<file path="src/wdt_pkg.sv">
// constants for the i/o-port watchdog: port addresses, pin vector layout,
// timing counts.
// assumes a 40 MHz core clock and a 16-bit isa i/o address.
package wdt_pkg;

	localparam int          CLK_HZ          = 40_000_000;
	localparam int          CLK_PERIOD_NS   = 25;

	// i/o port addresses
	localparam logic [15:0] ENABLE_ADDR     = 16'h0443;
	localparam logic [15:0] DISABLE_ADDR_LO = 16'h0043;
	localparam logic [15:0] DISABLE_ADDR_HI = 16'h0843;

	// layout of the sampled pin vector
	localparam int          ADDR_W          = 16;
	localparam int          POS_ADDR        = 0;
	localparam int          POS_IOR_N       = 16;
	localparam int          POS_AEN         = 17;
	localparam int          POS_ACT         = 18;
	localparam int          POS_PER         = 19;
	localparam int          PER_W           = 2;
	localparam int          IN_W            = 21;
	// idle bus: read strobe high, everything else low
	localparam logic [20:0] PIN_RESET       = 21'h010000;

	// countdown timebase: one tick per millisecond
	localparam int          TICK_MS_PER     = 1;
	localparam int          TICK_CYCLES     = CLK_HZ / 1000 * TICK_MS_PER;
	localparam int          CNT_W           = 16;

	// timeout periods in milliseconds per period jumper setting
	localparam logic [15:0] PERIOD_MS_0     = 16'h03e8;
	localparam logic [15:0] PERIOD_MS_1     = 16'h07d0;
	localparam logic [15:0] PERIOD_MS_2     = 16'h1388;
	localparam logic [15:0] PERIOD_MS_3     = 16'h2710;

	// least width of the reset or nmi pulse
	localparam int          PULSE_NS        = 1000;
	localparam int          PULSE_CYCLES    =
		(PULSE_NS + CLK_PERIOD_NS - 1) / CLK_PERIOD_NS;

	localparam logic [15:0] MS_ZERO         = 16'h0000;
	localparam logic [15:0] MS_ONE          = 16'h0001;

endpackage : wdt_pkg

</file>
<file path="src/wdt_cmd_if.sv">
// carrier between the bus front end and the countdown core.
// assumes both ends run on core_clk_i.
`timescale 1ns/1ps
interface wdt_cmd_if;
	logic       refresh_p;
	logic       disable_p;
	logic       nmi_sel;
	logic [1:0] period_sel;

	modport front (
		output refresh_p,
		output disable_p,
		output nmi_sel,
		output period_sel
	);
	modport core (
		input  refresh_p,
		input  disable_p,
		input  nmi_sel,
		input  period_sel
	);
endinterface : wdt_cmd_if

</file>
<file path="src/io_port_watchdog_timer.sv">
// top of the i/o-port watchdog: countdown core and timeout action.
// assumes isa pins and jumpers arrive asynchronously to core_clk_i.
//
// Notes on behaviour
// - a read of port 443h arms the watchdog and starts the countdown
// - each further read of 443h reloads the countdown; software must repeat
// - a read of the disable port stops the countdown, no action follows
// - on expiry pulse cold reset or nmi, as the action jumper selects
// - countdown length comes only from the period jumpers
// - disable is decoded at both 043h and 843h
`timescale 1ns/1ps
module io_port_watchdog_timer #(
	parameter int          TICK_CYCLES = wdt_pkg::TICK_CYCLES,
	parameter logic [15:0] PERIOD_MS_0 = wdt_pkg::PERIOD_MS_0,
	parameter logic [15:0] PERIOD_MS_1 = wdt_pkg::PERIOD_MS_1,
	parameter logic [15:0] PERIOD_MS_2 = wdt_pkg::PERIOD_MS_2,
	parameter logic [15:0] PERIOD_MS_3 = wdt_pkg::PERIOD_MS_3
) (
	// clock and reset
	input  wire logic        core_clk_i,
	input  wire logic        reset_i,
	// isa i/o bus
	input  wire logic [15:0] isa_addr_i,
	input  wire logic        isa_ior_n_i,
	input  wire logic        isa_aen_i,
	// jumpers
	input  wire logic        timeout_action_select_jumper_i,
	input  wire logic [1:0]  timeout_period_select_jumpers_i,
	// timeout actions and status
	output logic             cold_reset_o,
	output logic             nmi_o,
	output logic             armed_o
);

	typedef enum logic [1:0] {
		WD_IDLE,
		WD_RUN,
		WD_FIRE
	} wd_state_e;

	typedef struct packed {
		wd_state_e   state;
		logic [15:0] prescale;
		logic [15:0] ms_left;
		logic [7:0]  pulse_cnt;
		logic        cold_reset;
		logic        nmi;
		logic        armed;
	} core_s;

	localparam logic [15:0] TICK_LAST  = 16'(TICK_CYCLES - 1);
	localparam logic [7:0]  PULSE_LAST = 8'(wdt_pkg::PULSE_CYCLES - 1);

	core_s       st_ff;
	core_s       nxt_st;
	logic [15:0] period_ms;
	logic        tick;
	logic        expire;
	logic [wdt_pkg::IN_W-1:0] pins;

	wdt_cmd_if cmd_if ();

	////////////////////////////////////////////////////////////////////////
	assign pins = {timeout_period_select_jumpers_i,
		timeout_action_select_jumper_i, isa_aen_i, isa_ior_n_i, isa_addr_i};

	wdt_bus_front u_front (
		.core_clk_i (core_clk_i),
		.reset_i    (reset_i),
		.pins_i     (pins),
		.cmd        (cmd_if.front)
	);

	////////////////////////////////////////////////////////////////////////
	// period from the jumpers only; no software path can change it
	always_comb begin
		case (cmd_if.period_sel)
			2'h0:    period_ms = PERIOD_MS_0;
			2'h1:    period_ms = PERIOD_MS_1;
			2'h2:    period_ms = PERIOD_MS_2;
			default: period_ms = PERIOD_MS_3;
		endcase
	end

	assign tick   = st_ff.prescale == TICK_LAST;
	assign expire = st_ff.state == WD_RUN && tick
		&& st_ff.ms_left <= wdt_pkg::MS_ONE;

	always_comb begin
		nxt_st = st_ff;
		case (st_ff.state)
			WD_IDLE: begin
				if (cmd_if.refresh_p) begin
					nxt_st.state    = WD_RUN;
					nxt_st.ms_left  = period_ms;
					nxt_st.prescale = 16'h0000;
					nxt_st.armed    = 1'b1;
				end
			end
			WD_RUN: begin
				nxt_st.prescale = tick ? 16'h0000 : st_ff.prescale + 16'h0001;
				if (tick) begin
					nxt_st.ms_left = st_ff.ms_left - wdt_pkg::MS_ONE;
				end
				if (cmd_if.disable_p) begin
					nxt_st.state = WD_IDLE;
					nxt_st.armed = 1'b0;
				end else if (cmd_if.refresh_p) begin
					nxt_st.ms_left  = period_ms;
					nxt_st.prescale = 16'h0000;
				end else if (expire) begin
					// action chosen at expiry; a later jumper change is moot
					nxt_st.state      = WD_FIRE;
					nxt_st.pulse_cnt  = 8'h00;
					nxt_st.cold_reset = !cmd_if.nmi_sel;
					nxt_st.nmi        = cmd_if.nmi_sel;
				end
			end
			WD_FIRE: begin
				// the action is committed: refresh and disable are ignored
				nxt_st.pulse_cnt = st_ff.pulse_cnt + 8'h01;
				if (st_ff.pulse_cnt == PULSE_LAST) begin
					nxt_st.state      = WD_IDLE;
					nxt_st.cold_reset = 1'b0;
					nxt_st.nmi        = 1'b0;
					nxt_st.armed      = 1'b0;
				end
			end
			default: begin
				nxt_st.state = WD_IDLE;
			end
		endcase
	end

	always_ff @(posedge core_clk_i) begin
		if (reset_i) begin
			st_ff <= '{state: WD_IDLE, prescale: 16'h0000,
				ms_left: wdt_pkg::MS_ZERO, pulse_cnt: 8'h00,
				cold_reset: 1'b0, nmi: 1'b0, armed: 1'b0};
		end else begin
			st_ff <= nxt_st;
		end
	end

	assign cold_reset_o = st_ff.cold_reset;
	assign nmi_o        = st_ff.nmi;
	assign armed_o      = st_ff.armed;
endmodule : io_port_watchdog_timer

</file>
<file path="src/wdt_bus_front.sv">
// isa pin synchroniser and i/o read decoder for the watchdog ports.
// assumes the address is stable for the whole read strobe.
`timescale 1ns/1ps
module wdt_bus_front (
	// clock and reset
	input  wire logic                      core_clk_i,
	input  wire logic                      reset_i,
	// isa and jumper pins
	input  wire logic [wdt_pkg::IN_W-1:0]  pins_i,
	// decoded commands
	wdt_cmd_if.front                       cmd
);

	typedef struct packed {
		logic [wdt_pkg::IN_W-1:0] s1;
		logic [wdt_pkg::IN_W-1:0] s2;
		logic [wdt_pkg::IN_W-1:0] s3;
		logic [wdt_pkg::IN_W-1:0] filt;
		logic                     refresh_p;
		logic                     disable_p;
	} front_s;

	front_s                   st_ff;
	front_s                   nxt_st;
	logic [wdt_pkg::IN_W-1:0] agree;
	logic [15:0]              addr;
	logic                     rd_fall;

	////////////////////////////////////////////////////////////////////////
	always_comb begin
		nxt_st           = st_ff;
		nxt_st.s1        = pins_i;
		nxt_st.s2        = st_ff.s1;
		nxt_st.s3        = st_ff.s2;
		// a bit only moves once two later stages agree, masking glitches
		agree            = ~(st_ff.s2 ^ st_ff.s3);
		nxt_st.filt      = (agree & st_ff.s3) | (~agree & st_ff.filt);
		addr             = nxt_st.filt[wdt_pkg::POS_ADDR +: wdt_pkg::ADDR_W];
		// one decode per strobe; dma cycles (aen high) are not ours
		rd_fall          = st_ff.filt[wdt_pkg::POS_IOR_N]
			&& !nxt_st.filt[wdt_pkg::POS_IOR_N]
			&& !nxt_st.filt[wdt_pkg::POS_AEN];
		nxt_st.refresh_p = rd_fall && addr == wdt_pkg::ENABLE_ADDR;
		nxt_st.disable_p = rd_fall
			&& (addr == wdt_pkg::DISABLE_ADDR_LO
			|| addr == wdt_pkg::DISABLE_ADDR_HI);
	end

	always_ff @(posedge core_clk_i) begin
		if (reset_i) begin
			st_ff <= '{s1: wdt_pkg::PIN_RESET, s2: wdt_pkg::PIN_RESET,
				s3: wdt_pkg::PIN_RESET, filt: wdt_pkg::PIN_RESET,
				refresh_p: 1'b0, disable_p: 1'b0};
		end else begin
			st_ff <= nxt_st;
		end
	end

	assign cmd.refresh_p  = st_ff.refresh_p;
	assign cmd.disable_p  = st_ff.disable_p;
	assign cmd.nmi_sel    = st_ff.filt[wdt_pkg::POS_ACT];
	assign cmd.period_sel = st_ff.filt[wdt_pkg::POS_PER +: wdt_pkg::PER_W];

endmodule : wdt_bus_front

</file>
<file path="config.mk">
export PLATFORM = sky130hd
export DESIGN_NAME = io_port_watchdog_timer
export DESIGN_NICKNAME = d
export VERILOG_FILES = /design/src/wdt_pkg.sv /design/src/wdt_cmd_if.sv /design/src/io_port_watchdog_timer.sv /design/src/wdt_bus_front.sv
export SDC_FILE = /design/constraint.sdc
export NUM_CORES = 1
export LEC_CHECK = 0
export BUFFER_PORTS_ARGS = -buffer_cell sky130_fd_sc_hd__buf_2
export CAP_MARGIN = 40
export CELL_PAD_IN_SITES_DETAIL_PLACEMENT = 2
export CELL_PAD_IN_SITES_GLOBAL_PLACEMENT = 2
export CORE_AREA = 2 2 113 115
export CTS_BUF_LIST = sky130_fd_sc_hd__clkbuf_4 sky130_fd_sc_hd__clkbuf_8
export CTS_CLUSTER_SIZE = 28
export DETAILED_ROUTE_END_ITERATION = 6
export DIE_AREA = 0 0 115 117
export PLACE_DENSITY = 0.84
export SLEW_MARGIN = 20
export SYNTH_ARGS = -nofsm -noshare
export SYNTH_HDL_FRONTEND = slang
export SYNTH_SLANG_ARGS = --single-unit
</file>
<file path="constraint.sdc">
create_clock -name core_clk_i -period 6.25 [get_ports core_clk_i]
set_input_delay 1.875 -clock core_clk_i [delete_from_list [all_inputs] [get_ports core_clk_i]]
set_output_delay 1.875 -clock core_clk_i [all_outputs]
set_load 0.02 [all_outputs]
</file>
Yosys cells after proc, flatten, opt, wreduce, memory -nomap -nowiden
Cells that the tools add are included.
{"block": "totals", "latchBits": 0, "ram_bits": 0, "rom_bits": 0, "elab_cells": 79, "in_bits": 23, "memories": 0, "ff_bits": 131}
{"block": "classes", "n_eq_ne": 17, "n_div": 0, "n_reduce_logical": 20, "magnitude_cmp": 1, "bitwise": 6, "n_mul": 0, "shift": 0, "addsub": 3, "n_mux": 19}
{"cell": "$pmux W32 S2", "count": 1}
{"cell": "$and A21 B21 Y21", "count": 2}
{"cell": "$mux W42", "count": 1}
{"cell": "$not A21 Y21", "count": 2}
{"cell": "$pmux W14 S3", "count": 1}
{"cell": "$mux W34", "count": 1}
{"cell": "$mux W16", "count": 2}
{"cell": "$mux W32", "count": 1}
{"cell": "$or A21 B21 Y21", "count": 1}
{"cell": "$xor A21 B21 Y21", "count": 1}
{"cell": "$mux W10", "count": 2}
{"cell": "$pmux W10 S2", "count": 1}
{"cell": "$add A16 B1 Y16 const B", "count": 1}
{"cell": "$eq A16 B11 Y1 const B", "count": 1}
{"cell": "$eq A16 B12 Y1 const B", "count": 1}
{"cell": "$eq A16 B16 Y1 const B", "count": 1}
{"cell": "$eq A16 B7 Y1 const B", "count": 1}
{"cell": "$le A16 B1 Y1 const B", "count": 1}
{"cell": "$sub A16 B1 Y16 const B", "count": 1}
{"cell": "$reduce_and A4 Y1", "count": 3}
{"cell": "$add A8 B1 Y8 const B", "count": 1}
{"cell": "$eq A8 B6 Y1 const B", "count": 1}
{"cell": "$mux W2", "count": 4}
{"cell": "$ne A2 B2 Y1 const B", "count": 4}
{"cell": "other kinds (17)", "count": 30}

Longest topological paths before layout
Gate-level depths: netlist of run 1.
{"block": "depth", "depth_word": 9, "depth_mapped": 9}

By module
Synthesis of run 1 repeated with hierarchy kept, for this count alone.
{"block": "unflattened", "cells_unflattened": 553, "hier_area_um2": 5237.5}
{"module": "io_port_watchdog_timer", "cells_per_inst": 328, "area_each_um2": 2650.0, "n_inst": 1, "seq_area_each_um2": 900.9}
{"module": "wdt_bus_front", "cells_per_inst": 225, "area_each_um2": 2587.5, "n_inst": 1, "seq_area_each_um2": 1721.7}

Worst setup path after synthesis of run 1
No wires, ideal clock.
{"block": "synth_timing", "path_type": "input -> register", "start": "in reset_i", "end": "reg st_ff[16] (netlist name)", "stages": 4, "setup_ps": 130, "t_arrival_ps": 2790, "setup_slack_ps": 3330, "path_cell_list": "clkbuf_1 -> clkbuf_1 -> buf_1 -> o22ai_1"}
{"element": "start: declaration", "line_no": "io_port_watchdog_timer.sv:21", "source": "input wire logic reset_i,"}
{"element": "end signal: assignment", "line_no": "io_port_watchdog_timer.sv:137", "source": "st_ff <= '{state: WD_IDLE, prescale: 16'h0000,"}
{"element": "end signal: assignment", "line_no": "io_port_watchdog_timer.sv:141", "source": "st_ff <= nxt_st;"}
{"element": "end: declaration", "line_no": "io_port_watchdog_timer.sv:54", "source": "core_s st_ff;"}
No word-level cell between the ends.

Worst setup path after layout of run 1
{"block": "layout_timing", "start": "reg st_ff (netlist bit cold_reset_o)", "end": "out cold_reset_o"}
{"element": "end: declaration", "line_no": "io_port_watchdog_timer.sv:30", "source": "output logic cold_reset_o,"}
No word-level cell between the ends.

==> reports/metrics.cfg, run 1 <==
[critical_path]
slowest_stage=dfxtp_1
r2r_start=st_ff[44]
required_ns=4.38
critPathTopFamily=flip-flops
reg2reg_to=st_ff[29]
r2r_cells=7
critPathMaxFanout=3
startpoint_type=register
rrSetupSlack_ns=3.58
critical_path_class=register to primary output
cp-end-kind=primary output
arrival_ns=0.99
crit_chain=buf_2
crit_buf_inv=1
critPathMaxStageDelay_ns=0.36

[clocking]
cts_tree=yes
post_cts_buffers=0
clk_pin_slew_ns=0.08
cts_buffers=17
post_cts_resized=0
clock_path_buffers=2
cts.sinks=131
htreeDepth=4
clock_latency_ns=0.45
hold_buffers=0
root_buffer=clkbuf_8

[finish]
final_nets=599
area_growth_pct=13.50
fin_util_pct=47.43
drive_above_1_share_pct=12.39
layout.cells.non_filler=731
diodes=0
num-fill-cells=1351

[floorplan]
die_h_um=117
ios=26
num_rows=41
die_w_um=115
dieArea_um2=13460
start_util_pct=41.79
core-area_um2=12310

[hold_path]
min_from=u_front.nxt_st[60]
whs_path_depth=1
whs_endpoint=u_front.nxt_st[39]
min_path_type=register to register

[logic_synthesis]
synth_cells=542
synthTopCellsByArea=dfxtp_1, nor2b_1, nor2_1, maj3_1, a21oi_1
synth_enable_flop_cells=0
synth_ff_type=dfxtp_1
netlist.area_leader.share_pct=50.97
syn_nets=573
avgSynthCellArea_um2=9.492
yosysSeqAreaShare_pct=50.97
synthArstFlopShare_pct=0
ys_ff_latch=131
synth_top_area_cell=dfxtp_1
synth_cell_types=51
yosysWarningCount=0
syn_area_um2=5145

[placement]
place_inst=699
place.gp.congestion=0.7387
io_buffers=25
dp_hpwl_um=8704

[power_and_ir_drop]
switching_power_mw=0.4060
p_int_mw=1.318
leakage_nw=2.138
p_comb_share_pct=4.1
ir_drop_v=0.0002479
p_sw_share_pct=23.56
seqPwrFrac_pct=50.1
pwr_density_cell_nw_per_um2=295.2
p_clk_share_pct=45.8
power_mw=1.724

[route]
wl_um=13400
ant_nets=0
viasPerCell=5.442
wl_per_cell_um=18.33
drt-initial-drc-count=130
drt_pass1_iterations=4
num_vias=3978
drc_errors=0

[sta]
slew_viol_final=0
fin_crit_sh_pct=45.76
fin_crit_ns=2.860
fmax_mhz=349.6
grt_setup_unrepaired=false
slew_headroom_pct=49.85
setup_viol=0
finClkSkew_ns=0.01110
hold_viol=0
tightest_slew_ns=0.7454
setup_tns_ns=0

[global_route]
grt_pass1_wl_um=22490
track_usage_pct=21.88
grt_max_degree=61
antenna_found_initial=0
overflow=0
grt_pass1_vias=4462

[run]
cap_violations=0

[outcome]
outcome=complete, no violations

[flip-flops by register name (all words and copies together) (netlist names), named ones only]
| signal | cells |
|---|---|
| nmi_o | 1 |
| u_front.st_ff | 39 |
| armed_o | 1 |
| cold_reset_o | 1 |
| st_ff | 42 |
| u_front.cmd.disable_p | 1 |
| u_front.nxt_st | 42 |
| u_front.cmd.refresh_p | 1 |
[stage by stage]
step	setup slack, ns	hold WS [ns]	instance area (um^2)
after floorplan	3.330	0.3895	5145
after CTS	3.358	0.4208	5839
after global routing	3.326	0.4324	5839
final	3.390	0.4172	5839
after global placement	3.046	0.3910	5398
after detailed placement	2.983	0.4017	5403
[power groups by stage]
stage,Sequential (mW),Combinational (mW),Clock (mW)
3_3_place_gp,0.880,0.0659,0
5_1_grt,0.865,0.0793,0.857
3_5_place_dp,0.882,0.0706,0
2_1_floorplan,0.879,0.0473,0
4_1_cts,0.863,0.0724,0.809
6_report,0.863,0.0708,0.790
[worst register-to-register path: cells and delay by family (launching register included)]
family,cells,cell delay [ns]
buffers and inverters,2,0.33
flip-flops,1,0.35
adder cells (fa/ha/maj),1,0.36
AND/OR/NAND/NOR,4,1.56
[cells by family after synthesis]
family / count (synthesis) / synth area share (%)
flops: 131 / 50.97
fa+ha+maj: 22 / 4.669
buf+inv: 31 / 2.310
xor+xnor: 19 / 3.234
simple gates: 256 / 27.63
compound gates: 74 / 9.411
mux: 9 / 1.775
[routing by layer]
layer | vias up | routed length (um) | track usage (%)
met5 | - | 0 | 0
met1 | 1971 | 5346 | 23.40
met4 | 0 | 266 | 8.594
li1 | 1925 | - | -
met2 | 61 | 7402 | 41.25
met3 | 21 | 382 | 5.561
[cells in the mapped netlist (all sizes together) (2+ instances only)]
library cell,n
nand4,15
nor3b,2
nor4,9
mux2i,8
clkbuf,18
and4,3
buf,4
a211oi,4
o21bai,3
or2,4
a22oi,3
inv,9
nand2b,10
a221oi,2
a211o,2
nor2b,77
o21a,2
a31oi,5
maj3,14
a21boi,2
a21oi,25
nand4b,2
nor3,13
o21ai,12
nand2,33
nand3,19
a21o,3
dfxtp,131
and3,4
xor2,10
xnor2,9
nor4b,2
o211ai,2
or4,5
nor2,48
o22ai,4
ha,8
or3,7
[layout by cell type (no fill, tap or decap), types with 4 or more instances in the layout]
cell type	instances
a211oi_1	4
a21oi_1	25
a31oi_1	5
and3_1	4
buf_2	25
buf_4	4
bufinv_16	4
clkbuf_8	17
dfxtp_1	131
ha_1	8
inv_1	9
inv_6	4
maj3_1	14
mux2i_1	8
nand2_1	33
nand2b_1	10
nand3_1	19
nand4_1	14
nor2_1	48
nor2b_1	77
nor3_1	12
nor4_1	9
o21ai_0	12
o22ai_1	4
or2_2	4
or3_1	7
or4_1	5
xnor2_1	9
xor2_1	10
[how the worst max path moves through the flow]
stage	startpoint	endpoint	slack (ns)	cells after the start
floorplan	reset_i	st_ff[16]	3.33	4
global placement	reset_i	u_front.nxt_st[54]	3.05	3
detailed placement	reset_i	u_front.nxt_st[42]	2.98	3
CTS	cold_reset_o	cold_reset_o	3.36	1
global route	cold_reset_o	cold_reset_o	3.33	1
finish	cold_reset_o	cold_reset_o	3.39	1
[layout make-up]
type | count | area (um^2) | share of cell area [%]
clock buffers | 17 | 234.0 | 4.007
clock inverters | 15 | 202.7 | 3.471
inverters | 9 | 33.78 | 0.5785
multi-input cells | 380 | 2404 | 41.16
flip-flops and latches | 131 | 2623 | 44.91
well taps | 150 | 187.7 | 3.214
repair buffers | 29 | 155.1 | 2.657
(Power assumes the default switching activity.)
==> run 2: changes to the inputs <==
- CORE_AREA: 2 2 113 115 -> 2 2 123 125
- DIE_AREA: 0 0 115 117 -> 0 0 125 127
- PLACE_DENSITY: 0.84 -> 0.76
- clock period: 6.25 -> 2.55 ns (I/O delays scaled with it)
==> run 2 against run 1 <==
Total power rose by 150%. Cell area rose by 2.5%. Routed wire length fell by 6.0%. Sequential power rose by 140%.
==> reports/metrics.cfg, run 2 (same netlist as run 1, synthesis figures left out) <==
[power_and_ir_drop]
pwr_density_cell_nw_per_um2=717.8  ; was 295.2 nW/um^2
leakage_nw=2.193  ; was 2.138 nW
power_mw=4.295  ; was 1.724 mW
ir_drop_v=0.0005797  ; was 0.0002479 V

[finish]
multi_input_area_um2=2404  ; unchanged
final_nets=610  ; was 599
drive_above_1_share_pct=14.02  ; was 12.39%
final_cell_mix=dfxtp_1, nor2b_1, nor2_1, nand2_1, a21oi_1  ; was dfxtp_1, nor2b_1, nor2_1, nand2_1
final_common_cell=dfxtp_1  ; unchanged
seq_area_um2=2623  ; unchanged
num-fill-cells=1546  ; was 1351
diodes=0  ; unchanged
layout.cells.non_filler=776  ; was 731
area_growth_pct=16.29  ; was 13.50%

[global_route]
grt_pass1_wl_um=21460  ; was 22490 um
grt_max_degree=45  ; was 61
antenna_found_initial=0  ; unchanged
track_usage_pct=16.86  ; was 21.88%
grt_pass1_vias=4372  ; was 4462
overflow=0  ; unchanged

[route]
wl_per_cell_um=16.22  ; was 18.33 um
viasPerCell=5.121  ; was 5.442
drt-initial-drc-count=162  ; was 130
drt_pass1_iterations=4  ; unchanged
num_vias=3974  ; was 3978
wl_um=12590  ; was 13400 um
ant_nets=0  ; unchanged
drc_errors=0  ; unchanged

[placement]
place.gp.congestion=0.7826  ; was 0.7387
dp_hpwl_um=8851  ; was 8704 um
io_buffers=25  ; unchanged
place_inst=744  ; was 699

[run]
cap_violations=0  ; unchanged

[clocking]
root_buffer=clkbuf_8  ; unchanged
clock_path_buffers=2  ; unchanged
clk_pin_slew_ns=0.08  ; about the same
clock_latency_ns=0.44  ; was 0.45 ns
cts_buffers=17  ; unchanged
cts.sinks=131  ; unchanged
post_cts_resized=0  ; unchanged
post_cts_buffers=0  ; unchanged
htreeDepth=4  ; unchanged
hold_buffers=0  ; unchanged
cts_tree=yes  ; unchanged

[sta]
fmax_mhz=424.5
hold_viol=0  ; unchanged
tightest_slew_ns=0.7290  ; was 0.7454 ns
slew_viol_final=0  ; unchanged
setup_viol=0  ; unchanged
grt_setup_unrepaired=false  ; unchanged
setup_tns_ns=0  ; unchanged
finClkSkew_ns=0.01223  ; was 0.01110 ns
slew_headroom_pct=51.17  ; was 49.85%
fin_crit_ns=2.356
fin_crit_sh_pct=92.38

[floorplan]
core-area_um2=14420  ; was 12310 um^2
num_rows=44  ; was 41
die_w_um=125  ; was 115 um
dieArea_um2=15880  ; was 13460 um^2
ios=26  ; unchanged
die_h_um=127  ; was 117 um
start_util_pct=35.67  ; was 41.79%

[outcome]
outcome=complete, no violations  ; unchanged

[critical_path]
required_ns=2.92  ; was 4.38 ns
critical_path_class=register to register  ; was register to primary output
startpoint_type=register  ; unchanged
critPathMaxFanout=9  ; was 3
arrival_ns=2.73  ; was 0.99 ns
cp-end-kind=register  ; was primary output

[hold_path]
min_path_type=register to register  ; unchanged

run 2: final timing paths:
check	start	end	slack (ns)	cells after the start
worst max register to register	st_ff[32]	st_ff[43]	0.19	6
worst min-delay path	u_front.nxt_st[60]	u_front.nxt_st[39]	0.42	1
worst min register to register	u_front.nxt_st[60]	u_front.nxt_st[39]	0.42	1
worst max-delay path	st_ff[32]	st_ff[43]	0.19	6
run 2: cell type report:
cell class                      count  share of cell area, %
Clock buffer                       17                  3.910
Timing Repair Buffer               40                  4.015
Tap cell                          184                  3.848
Multi-Input combinational cell    380                  40.17
Sequential cell                   131                  43.83
Inverter                            9                 0.5646
Clock inverter                     15                  3.660
run 2: layer usage:
metal,global-route usage (%),part of all wire [%],up-vias
met5,0,0,-
met4,6.993,2.0,0
met3,3.936,2.4,18
met2,29.99,50,44
met1,19.58,46,1964
li1,-,-,1948
run 2: worst max-delay path: stages, from the launching register on:
cell	delay (ns)
dfxtp_1	0.46
or4b_4	0.52
nor4b_4	0.41
buf_4	0.24
nand3_1	0.14
a21boi_0	0.30
mux2i_1	0.23
run 2: per-stage QoR:
stage                     utilization, %  hold slack (ns)  setup WS (ns)  instance area [um^2]
after floorplan                        -           0.3895         0.3413                  5145
after global placement             38.34           0.4036         0.2632                  5530
after detailed placement           38.34           0.3985         0.2137                  5530
after CTS                          41.48           0.4194         0.1676                  5983
after global routing               41.48           0.4413        0.01215                  5983
final                              41.48           0.4179         0.1943                  5983
run 2: report_power, final:
group | total [mW] | internal (mW) | leakage (nW) | switching, mW
logic | 0.177 | 0.0704 | 0.905 | 0.107
registers | 2.11 | 2.09 | 1.07 | 0.0215
clock network | 2.01 | 1.10 | 0.222 | 0.909
==> run 3: changes to the inputs <==
- CORE_AREA: 2 2 123 125 -> 2 2 124 126
- DIE_AREA: 0 0 125 127 -> 0 0 126 128
- SYNTH_HIERARCHICAL: not set -> 1
==> run 3 against run 2 <==
Worst setup slack better by 0.019 ns. Synthesized cell count up 2.0%. Critical endpoint is now st_ff[8]. Critical path depth unchanged. Clock skew down 0.0013 ns. Combinational power down 44%. Final cell count up 1.0%. Routed wire length up 2.8%. Area after synthesis up 1.8%. Clock power down 17%. Register-to-register slack better by 0.02 ns. Die area up 1.6%. Worst hold slack better by 0.0048 ns.
==> reports/metrics.cfg, run 3 <==
[global_route]
antenna_found_initial=0  ; unchanged
grt_max_degree=82  ; was 45
grt_pass1_wl_um=22360  ; was 21460 um
overflow=0  ; unchanged
track_usage_pct=17.35  ; was 16.86%
grt_pass1_vias=4493  ; was 4372

[finish]
final_common_cell=dfxtp_1  ; unchanged
final_area_um2=5979  ; was 5983 um^2
final_cell_mix=dfxtp_1, nor2b_1, nor2_1, nand2_1, a21oi_1  ; unchanged
fin_util_pct=40.23  ; was 41.48%
num-fill-cells=1650  ; was 1546
layout.cells.non_filler=784  ; was 776
diodes=0  ; unchanged
final_nets=614  ; was 610
area_growth_pct=14.17  ; was 16.29%
drive_above_1_share_pct=15.60  ; was 14.02%

[logic_synthesis]
avgSynthCellArea_um2=9.471  ; was 9.492 um^2
synth_top_area_cell=dfxtp_1  ; unchanged
ys_ff_latch=131  ; unchanged
synth_cell_types=66  ; was 51
syn_nets=584  ; was 573
yosysSeqAreaShare_pct=50.07  ; was 50.97%
synth_ff_type=dfxtp_1  ; unchanged
synth_enable_flop_cells=0  ; unchanged
syn_area_um2=5238  ; was 5145 um^2
synth_common_cells=dfxtp_1, nor2b_1, nor2_1  ; unchanged
netlist.area_leader.share_pct=50.07  ; was 50.97%
yosysMostFrequentCell=dfxtp_1  ; unchanged
synth_cells=553  ; was 542
yosysWarningCount=6  ; was 0
synthTopCellsByArea=dfxtp_1, nor2b_1, a21oi_1, nor2_1, nand2_1  ; was dfxtp_1, nor2b_1, nor2_1, maj3_1, a21oi_1
synthArstFlopShare_pct=0  ; unchanged

[critical_path]
arrival_ns=2.71  ; was 2.73 ns
critical_path_class=register to register  ; unchanged
critPathMaxFanout=14  ; was 9
cp-end-kind=register  ; unchanged
startpoint_type=register  ; unchanged
r2r_cells=6  ; unchanged
required_ns=2.92  ; about the same

[route]
drt_pass1_iterations=4  ; unchanged
ant_nets=0  ; unchanged
viasPerCell=5.269  ; was 5.121
num_vias=4131  ; was 3974
wl_um=12940  ; was 12590 um
wl_per_cell_um=16.50  ; was 16.22 um
drc_errors=0  ; unchanged
drt-initial-drc-count=225  ; was 162

[clocking]
htreeDepth=4  ; unchanged
clk_pin_slew_ns=0.08  ; about the same
clock_path_buffers=2  ; unchanged
post_cts_buffers=0  ; unchanged
hold_buffers=0  ; unchanged
cts_tree=yes  ; unchanged
clock_latency_ns=0.44  ; about the same
cts.sinks=131  ; unchanged
root_buffer=clkbuf_8  ; unchanged
post_cts_resized=0  ; unchanged
cts_buffers=17  ; unchanged

[sta]
slew_headroom_pct=69.19  ; was 51.17%
fin_crit_ns=2.337  ; was 2.356 ns
slew_viol_final=0  ; unchanged
setup_tns_ns=0  ; unchanged
grt_setup_unrepaired=false  ; unchanged
setup_viol=0  ; unchanged
finClkSkew_ns=0.01089  ; was 0.01223 ns
whs_ns=0.4227  ; was 0.4179 ns
fmax_mhz=427.9  ; was 424.5 MHz
fin_crit_sh_pct=91.65  ; was 92.38%
tightest_slew_ns=0.4579  ; was 0.7290 ns
setup_slack_ns=0.2130  ; was 0.1943 ns
hold_viol=0  ; unchanged

[floorplan]
ios=26  ; unchanged
die_h_um=128  ; was 127 um
num_rows=45  ; was 44
die_w_um=126  ; was 125 um
core-area_um2=14860  ; was 14420 um^2
start_util_pct=35.24  ; was 35.67%
dieArea_um2=16130  ; was 15880 um^2

[placement]
io_buffers=25  ; unchanged
dp_hpwl_um=8700  ; was 8851 um
place.gp.congestion=0.8080  ; was 0.7826
placed_area_um2=5603  ; was 5530 um^2
dp_slack_ns=0.2398  ; was 0.2137 ns
place_inst=752  ; was 744

[power_and_ir_drop]
ir_drop_v=0.0003797  ; was 0.0005797 V
power_mw=3.872  ; was 4.295 mW
leakage_nw=2.149  ; was 2.193 nW
pwr_density_cell_nw_per_um2=647.5  ; was 717.8 nW/um^2

[hold_path]
whs_path_depth=1  ; unchanged
min_path_type=register to register  ; unchanged

[outcome]
outcome=complete, no violations  ; unchanged

[run]
cap_violations=0  ; unchanged

run 3: cell count changes after synthesis, moves of 6 or more:
| cell | before | now |
|---|---|---|
| nor2_1 | 48 | 36 |
| a311oi_1 | 1 | 7 |
| xor2_1 | 10 | 4 |
| clkbuf_1 | 18 | 24 |
| nand3b_1 | 0 | 7 |
run 3: cell families after synthesis:
group | Yosys count | synth area share, %
adders and majority gates | 21 | 4.491
xor gates and xnor gates | 9 | 1.505
DFF | 131 | 50.07
buffers and inverters | 41 | 3.201
AOI/OAI and AO/OA | 99 | 12.35
muxes | 9 | 1.744
and+or+nand+nor | 243 | 26.64
run 3: metal layers:
layer	share of wire, %	track usage (%)	vias to the layer above	wire length (um)
met4	1.6	6.723	0	207
li1	-	-	2009	-
met5	0	0	-	0
met1	43	19.98	2055	5538
met3	2.7	3.589	15	343
met2	53	31.56	52	6849
run 3: power by group:
group / leakage (nW) / internal [mW] / switching (mW)
registers: 1.07 / 2.09 / 0.0168
clock network: 0.186 / 0.805 / 0.866
logic: 0.896 / 0.0459 / 0.0532
run 3: area by class of cell:
type / count / area [um^2] / area share, %
well taps: 188 / 235.2 / 3.934
clock buffers: 18 / 247.7 / 4.143
clock inverters: 14 / 128.9 / 2.155
inverters: 12 / 45.04 / 0.7533
multi-input cells: 381 / 2447 / 40.93
flip-flops and latches: 131 / 2623 / 43.86
repair buffers: 40 / 252.7 / 4.227
run 3: critical path, stage by stage (launching register included):
cell      delay (ns)
dfxtp_1         0.36
or4_4           0.57
nor4_1          0.37
nand4_1         0.20
buf_4           0.24
a211oi_1        0.31
mux2i_1         0.21
run 3: worst paths after layout:
path	from	endpoint	slack, ns
worst max-delay path	st_ff[19]	st_ff[8]	0.21
worst min-delay path	u_front/nxt_st[60]	u_front/nxt_st[39]	0.42
worst max register to register	st_ff[19]	st_ff[8]	0.21
worst min register to register	u_front/nxt_st[60]	u_front/nxt_st[39]	0.42
